==> config.mk <==
export PLATFORM = sky130hd
export DESIGN_NAME = strobe_b_pin
export DESIGN_NICKNAME = d
export VERILOG_FILES = /design/src/verilog/strobe_b_pkg.sv /design/src/verilog/strobe_b_pin.sv
export SDC_FILE = /design/constraint.sdc
export NUM_CORES = 1
export LEC_CHECK = 0
export ABC_AREA = 1
export BUFFER_PORTS_ARGS = -buffer_cell sky130_fd_sc_hd__buf_2
export CAP_MARGIN = 20
export CORE_AREA = 2 2 76 151
export DETAILED_ROUTE_END_ITERATION = 10
export DIE_AREA = 0 0 78 153
export PLACE_DENSITY_LB_ADDON = 0.15
export SETUP_SLACK_MARGIN = 0.1
export SYNTH_ARGS = -nofsm -noshare
export SYNTH_HDL_FRONTEND = slang
export SYNTH_SLANG_ARGS = --single-unit
==> constraint.sdc <==
create_clock -name core_clk -period 1.6 [get_ports core_clk]
set_input_delay 0.32 -clock core_clk [delete_from_list [all_inputs] [get_ports core_clk]]
set_output_delay 0.32 -clock core_clk [all_outputs]
set_load 0.1 [all_outputs]
==> src/verilog/strobe_b_pkg.sv <==
// Package: register map, reset values, timing counts and carrier types for the strobe B pin block
`default_nettype none
package strobe_b_pkg;
    // ------------------------------------------------------------------
    // Register byte offsets
    // ------------------------------------------------------------------
    localparam logic [7:0] OFS_PARALLEL_IO_CONTROL = 8'h00;
    localparam logic [7:0] OFS_OUTPUT_PORT_B_DATA  = 8'h04;
    localparam logic [7:0] OFS_PORT_C_LATCHED      = 8'h08;
    localparam logic [7:0] OFS_STATUS              = 8'h0C;

    // ------------------------------------------------------------------
    // Control field positions and reset values
    // ------------------------------------------------------------------
    localparam int POS_STROBE_B_INVERT      = 0;
    localparam int POS_HANDSHAKE_SELECT     = 1;
    localparam int POS_HANDSHAKE_DIRECTION  = 2;
    localparam int POS_PULSE_SELECT         = 3;
    localparam int POS_EXPANDED_MODE_FLAG   = 4;
    localparam int POS_STROBE_A_RISE        = 5;
    localparam logic [5:0] CONTROL_RESET    = 6'h00;
    localparam logic [7:0] PORT_RESET       = 8'h00;

    // ------------------------------------------------------------------
    // E-clock timing, in core clock cycles; strobe length in E periods
    // ------------------------------------------------------------------
    localparam int         E_PERIOD_CYCLES  = 4;
    localparam logic [1:0] PH2_RISE_PHASE   = 2'h1;
    localparam logic [1:0] STROBE_E_PERIODS = 2'h2;

    // ------------------------------------------------------------------
    // Carrier types
    // ------------------------------------------------------------------
    typedef struct packed {
        logic strobe_a_rise;
        logic expanded_mode_flag;
        logic pulse_select;
        logic handshake_direction;
        logic handshake_select;
        logic strobe_b_invert;
    } control_t;

    typedef struct packed {
        logic       write;
        logic [7:0] offset;
    } addr_phase_t;

    typedef enum logic [1:0] {
        ST_IDLE,
        ST_ARMED,
        ST_ACTIVE
    } strobe_state_t;
endpackage : strobe_b_pkg
`default_nettype wire
==> src/verilog/strobe_b_pin.sv <==
// Strobe B / read-write dual purpose pin with AHB-Lite register slave
// Contract
// RULE_01: Expanded mode drives pin with read/write level, held while address strobe low.
// RULE_02: Single-chip mode drives pin with strobe B instead.
// RULE_03: Invert bit zero makes strobe B active low, one makes it active high.
// RULE_04: Simple strobe mode starts strobe at phase-2 rise after port B write.
// RULE_05: Full-input handshake starts strobe at phase-2 rise after latched port C read.
// RULE_06: Full-output handshake starts strobe at phase-2 rise after latched port C write.
// RULE_07: Simple or pulsed mode ends strobe exactly two E periods after start.
// RULE_08: Interlocked mode ends strobe at phase-2 rise after selected strobe A edge.
// RULE_09: Writing pulse select one in handshake mode ends strobe at next phase-2 rise.
// RULE_10: Active-low begin and finish requests set and clear the strobe state.
// RULE_11: Expanded-mode flag reads zero single-chip, one expanded.
// RULE_12: After reset strobe is inactive and pin shows inactive level.
//
// Design decisions made here: the placing of the registers and the AHB-Lite slave port.
`timescale 1ns/1ps
`default_nettype none
module strobe_b_pin (
    input  wire logic                    core_clk,
    input  wire logic                    srst,
    input  wire logic                    hsel,
    input  wire logic [31:0]             haddr,
    input  wire logic [1:0]              htrans,
    input  wire logic                    hwrite,
    input  wire logic [2:0]              hsize,
    input  wire logic [31:0]             hwdata,
    input  wire logic                    hready,
    output var  logic [31:0]             hrdata,
    output logic                         hreadyout,
    output logic                         hresp,
    input  wire logic                    bus_rw,
    input  wire logic                    addr_strobe,
    input  wire logic                    strobe_a_in,
    output var  logic                    strobe_b_out,
    output var  logic                    e_clk,
    output var  logic [7:0]              port_b_pins
);
    import strobe_b_pkg::*;

    // ------------------------------------------------------------------
    // Registers and state
    // ------------------------------------------------------------------
    control_t      ctrl;
    logic [7:0]    port_c_data;
    addr_phase_t   dphase;
    logic          dphase_valid;
    strobe_state_t state;
    logic [1:0]    e_phase;
    logic [1:0]    e_count;
    logic          finish_pending;
    logic          rw_hold;
    logic          sa_s1;
    logic          sa_s2;
    logic          sa_s3;
    logic          sa_level;
    logic          sa_prev;

    function automatic logic hit(input logic [7:0] ofs, input logic [7:0] want);
        hit = (ofs == want);
    endfunction : hit

    // ------------------------------------------------------------------
    // Bus decode
    // ------------------------------------------------------------------
    wire         addr_take    = hsel & htrans[1] & hready;
    wire  [7:0]  addr_ofs     = haddr[7:0];
    wire         wr_data      = dphase_valid & dphase.write;
    wire         wr_control   = wr_data & hit(dphase.offset, OFS_PARALLEL_IO_CONTROL);
    wire         wr_port_b    = wr_data & hit(dphase.offset, OFS_OUTPUT_PORT_B_DATA);
    wire         wr_port_c    = wr_data & hit(dphase.offset, OFS_PORT_C_LATCHED);
    wire         rd_port_c    = addr_take & ~hwrite & hit(addr_ofs, OFS_PORT_C_LATCHED);
    wire         ph2_rise     = (e_phase == PH2_RISE_PHASE);
    wire         strobe_on    = (state == ST_ACTIVE);
    wire  [5:0]  ctrl_new     = hwdata[5:0];

    // Start trigger chosen by mode; direction ignored in simple strobe mode
    wire trig_simple = ~ctrl.handshake_select & wr_port_b;                                   // RULE_04
    wire trig_input  = ctrl.handshake_select & ~ctrl.handshake_direction & rd_port_c;        // RULE_05
    wire trig_output = ctrl.handshake_select & ctrl.handshake_direction & wr_port_c;         // RULE_06
    wire start_trig  = trig_simple | trig_input | trig_output;

    // Filtered strobe A level and its selected active edge
    wire sa_edge     = (sa_level != sa_prev) & (sa_level == ctrl.strobe_a_rise);
    wire pulsed      = ~ctrl.handshake_select | ctrl.pulse_select;
    wire timed_end   = pulsed & (e_count == STROBE_E_PERIODS - 2'h1);                        // RULE_07
    wire ack_end     = ~pulsed & sa_edge & strobe_on;                                        // RULE_08
    wire pls_end     = wr_control & ctrl_new[POS_PULSE_SELECT] & ctrl_new[POS_HANDSHAKE_SELECT]; // RULE_09

    // Active-low requests into the strobe state
    wire strobe_b_begin_n  = ~((state == ST_ARMED) & ph2_rise);                              // RULE_10
    wire strobe_b_finish_n = ~(strobe_on & ph2_rise & (timed_end | finish_pending));         // RULE_10

    wire rw_level    = addr_strobe ? bus_rw : rw_hold;                                       // RULE_01
    wire strobe_b_out_level  = ctrl.strobe_b_invert ? strobe_on : ~strobe_on;                        // RULE_03
    wire next_pin    = ctrl.expanded_mode_flag ? rw_level : strobe_b_out_level;                      // RULE_02

    wire [31:0] status_word = {26'h000_0000, e_clk, sa_level, ctrl.expanded_mode_flag,       // RULE_11
                               strobe_b_out, state == ST_ARMED, strobe_on};
    wire [31:0] next_rdata  =
        hit(addr_ofs, OFS_PARALLEL_IO_CONTROL) ? {26'h000_0000, ctrl} :
        hit(addr_ofs, OFS_OUTPUT_PORT_B_DATA)  ? {24'h00_0000, port_b_pins} :
        hit(addr_ofs, OFS_PORT_C_LATCHED)      ? {24'h00_0000, port_c_data} :
        hit(addr_ofs, OFS_STATUS)              ? status_word : 32'h0000_0000;

    assign hreadyout = 1'b1;
    assign hresp     = 1'b0;

    // ------------------------------------------------------------------
    // AHB-Lite slave
    // ------------------------------------------------------------------
    always_ff @(posedge core_clk) begin
        if (srst) begin
            dphase_valid <= 1'b0;
            dphase       <= '0;
            hrdata       <= 32'h0000_0000;
        end else if (hready) begin
            dphase_valid <= addr_take;
            dphase       <= '{write: hwrite, offset: addr_ofs};
            hrdata       <= next_rdata;
        end
    end

    always_ff @(posedge core_clk) begin
        if (srst) begin
            ctrl        <= CONTROL_RESET;
            port_b_pins <= PORT_RESET;
            port_c_data <= PORT_RESET;
        end else begin
            if (wr_control) ctrl <= ctrl_new;
            if (wr_port_b) port_b_pins <= hwdata[7:0];
            if (wr_port_c) port_c_data <= hwdata[7:0];
        end
    end

    // ------------------------------------------------------------------
    // E clock and phase-2 rise enable
    // ------------------------------------------------------------------
    always_ff @(posedge core_clk) begin
        if (srst) begin
            e_phase <= 2'h0;
            e_clk   <= 1'b0;
        end else begin
            e_phase <= (e_phase == 2'(E_PERIOD_CYCLES - 1)) ? 2'h0 : e_phase + 2'h1;
            e_clk   <= (e_phase >= 2'(E_PERIOD_CYCLES / 2 - 1)) & (e_phase != 2'(E_PERIOD_CYCLES - 1));
        end
    end

    // ------------------------------------------------------------------
    // Strobe A synchroniser and level filter
    // ------------------------------------------------------------------
    always_ff @(posedge core_clk) begin
        if (srst) begin
            sa_s1    <= 1'b0;
            sa_s2    <= 1'b0;
            sa_s3    <= 1'b0;
            sa_level <= 1'b0;
            sa_prev  <= 1'b0;
        end else begin
            sa_s1    <= strobe_a_in;
            sa_s2    <= sa_s1;
            sa_s3    <= sa_s2;
            sa_prev  <= sa_level;
            if (sa_s2 == sa_s3) sa_level <= sa_s3;
        end
    end

    // ------------------------------------------------------------------
    // Strobe B state
    // ------------------------------------------------------------------
    always_ff @(posedge core_clk) begin
        if (srst) begin
            state          <= ST_IDLE;                                                       // RULE_12
            e_count        <= 2'h0;
            finish_pending <= 1'b0;
        end else begin
            case (state)
                ST_IDLE: begin
                    finish_pending <= 1'b0;
                    if (start_trig) state <= ST_ARMED;
                end
                ST_ARMED: begin
                    e_count <= 2'h0;
                    if (!strobe_b_begin_n) state <= ST_ACTIVE;                               // RULE_10
                end
                ST_ACTIVE: begin
                    if (ph2_rise) e_count <= e_count + 2'h1;
                    if (ack_end | pls_end) finish_pending <= 1'b1;                           // RULE_08
                    if (!strobe_b_finish_n) begin
                        state          <= ST_IDLE;
                        finish_pending <= 1'b0;
                    end
                end
                default: state <= ST_IDLE;
            endcase
        end
    end

    // ------------------------------------------------------------------
    // Pin driver and read/write hold
    // ------------------------------------------------------------------
    always_ff @(posedge core_clk) begin
        if (srst) begin
            rw_hold      <= 1'b1;
            strobe_b_out <= 1'b1;
        end else begin
            if (addr_strobe) rw_hold <= bus_rw;
            strobe_b_out <= next_pin;
        end
    end
endmodule : strobe_b_pin
`default_nettype wire

==> reports/results.ini <==
[place]
port_buffers = 42
placed_cells = 545
place_hpwl_mm = 5.760
routabilityCongestion = 0.8119

[synthesis]
yosys.area_share.adder = 0.01425
yosysSeqAreaShare = 0.4181
syn_avg_cell_area_um2 = 7.157
syn_area_mm2 = 0.002634
synthFlopType = dfxtp_1
ys_ff_latch = 55
synth-xor-area-share = 0
synth_edf_count = 0
netlist.area_leader.share = 0.4181
syn_inst = 368
synthSimpleGateAreaFrac = 0.2565
yosys.area.top_type = dfxtp_1
synth_compound_area_frac = 0.1515
synth_top_family_by_area = simple AND/OR/NAND/NOR gates
ys_top_cells_by_area = dfxtp_1 42%, nor2_1 8.3%, nand2_1 8.1%
synth.area.mux_share = 0.004276
synth.distinct_cells = 28
yosysWarningCount = 0
synth-async-reset-ratio = 0

[clock_network]
clock_latency_ns = 0.29
cts_tree = done
path_clk_slew_ns = 0.07
cts_buffers = 5
htreeDepth = 2
cts_hold_buffers = 0
cts_resized = 0
root_buffer = clkbuf_16
clkSinkCount = 55
postCtsSetupBuffers = 0
cts_buffer_depth = 2

[drt]
drt-total-wl_mm = 7.300
drcViolationCount = 0
avgRoutedWirePerCell_um = 13.20
viasPerCell = 4.239
dr.first_iter.drc_count = 75
dr.pass1.iters = 4
postRouteAntennaNets = 0
via_count = 2344

[worst_setup_path]
path_buf_inv = 1
critPathMaxFanout = 3
critPathKind = reg2out
crit_arrival_ns = 1.14
end_kind = primary output
reg2reg_slack_ns = 0.26
cp_slowest_cell = buf_2
cpPeakStageDelay_ns = 0.45
cp.required_ns = 1.28
crit_path_cell_trace = buf_2
crit_family = buffers and inverters
cp-start-kind = register

[floorplanning]
core-area_mm2 = 0.01081
start_util = 0.2436
io_pins = 121
rows = 54
dieArea_mm2 = 0.01193
die_w_um = 78
die_h_um = 153

[final_layout]
area_growth_pct = 17.29
finish.utilization = 0.2858
drive_gt1_frac = 0.1913
nets = 492
diodes = 0
final-instance-count-excl-fill = 553

[power_and_ir_drop]
power_frac_clock = 0.378
leakage_nw = 1.380
p_int_mw = 2.144
vdd_drop_max_mv = 0.7430
switchingPower_uw = 944.6
p_comb_frac = 0.163
seqPwrFrac = 0.459
switching_share = 0.3058
power_mw = 3.089
p_per_area_mw_per_mm2 = 999.9

[timing]
hold_viol = 0
min_period_ns = 1.457
fmax_ghz = 0.6863
period_share = 0.9107
finalSetupViolCount = 0
final.setup.tns_ns = 0
rsz0062_at_grt = true
whs_ns = 0.2224
fin_worst_skew_ns = 0.005195
drv_slew = 0

[grt]
grt_pass1_wl_mm = 11.47
grt_overflow_total = 0
grt_usage = 0.1273
antenna_found_initial = 0
grt_pass1_vias = 2308
grt_start_max_net_pins = 35

[flow_run]
cap_violations = 0

[outcome]
outcome = completed

[min_path]
hold_class = in2reg

-- flip-flops by register name (all words and copies together) (netlist names), 2 cells and up --
register / cells
port_c_data: 8
state: 2
e_phase: 2
ctrl: 6
hrdata: 8
e_count: 2
port_b_pins: 8
dphase: 9
-- cells in the final DEF (no fill, tap or decap) --
cell | netlist | layout
nand3_2 | 2 | 2
o211ai_1 | 1 | 1
ha_1 | 3 | 3
dfxtp_1 | 55 | 55
nor2_4 | 2 | 3
buf_2 | 5 | 42
o21ai_1 | 9 | 9
nor2_1 | 58 | 57
clkbuf_1 | 4 | 1
clkbuf_8 | 0 | 2
buf_4 | 26 | 7
o21ai_0 | 28 | 28
nor3_1 | 2 | 2
nand2_4 | 1 | 1
inv_2 | 2 | 2
mux2_2 | 1 | 1
conb_1 | 2 | 26
inv_1 | 40 | 40
nand2_1 | 57 | 56
nand3_1 | 13 | 13
clkinv_2 | 1 | 1
clkbuf_16 | 0 | 5
nor2_2 | 6 | 6
or2_0 | 1 | 1
a21oi_1 | 40 | 40
nand2_2 | 4 | 5
nor2_8 | 2 | 2
o22ai_1 | 1 | 1
nand4_1 | 1 | 1
-- metrics by stage --
step           area (um2)  setup WS (ns)
2_1_floorplan        2724         0.1683
3_3_place_gp         2923        0.07615
3_5_place_dp         2923        0.07164
4_1_cts              3079         0.1260
5_1_grt              3089        0.09856
6_report             3089         0.1429
-- worst register-to-register path: stages (launching register included) --
cell and delay (ns):
dfxtp_1 0.32, nor2_2 0.15, nand2_1 0.09, nor2_1 0.17
nand2_2 0.18, clkinv_2 0.17, o21ai_1 0.08, a21oi_1 0.12
-- cells in the mapped netlist (3+ instances only) --
library cell / count
dfxtp_1: 55
a21oi_1: 40
nor2_2: 6
buf_2: 5
inv_1: 40
nand2_1: 57
nand2_2: 4
nor2_1: 58
clkbuf_1: 4
o21ai_1: 9
o21ai_0: 28
buf_4: 26
nand3_1: 13
ha_1: 3
-- metal layers --
layer / vias to the layer above / track usage / part of all wire
li1: 1195 / - / -
met3: 7 / 0.01830 / 0.033
met4: 0 / 0.05597 / 0.026
met5: - / 0 / 0
met2: 51 / 0.2668 / 0.60
met1: 1091 / 0.1125 / 0.34
-- cells by family after synthesis --
logic type               after synthesis
AND/OR/NAND/NOR                      149
AO/OA/AOI/OAI                         79
buffers and inverters                 79
flip-flops                            55
adder cells (fa/ha/maj)                3
other                                  2
multiplexers                           1
-- power by group through the flow --
stage | registers, mW | logic (mW) | clock network (mW)
floorplan | 1.48 | 0.431 | 0
global placement | 1.45 | 0.504 | 0
detailed placement | 1.45 | 0.506 | 0
CTS | 1.42 | 0.507 | 1.20
global route | 1.42 | 0.536 | 1.25
finish | 1.42 | 0.504 | 1.17
-- cell type report --
type	instances	area, um2
inverter	43	162.7
multi-input combinational	258	1231
sequential	55	1101
tap	140	175.2
fill	1232	7721
clock buffer	8	156.4
timing repair buffer	49	262.8
-- path summary, 6_finish.rpt --
kind	startpoint	end	cells after the start
setup / recovery	port_b_pins[1]	port_b_pins[1]	1
hold / removal	strobe_a_in	sa_s1	3
setup reg to reg	dphase[0]	port_c_data[3]	7
hold reg to reg	sa_s1	sa_s2	2
Note: power is estimated with default switching activity, not from simulation.
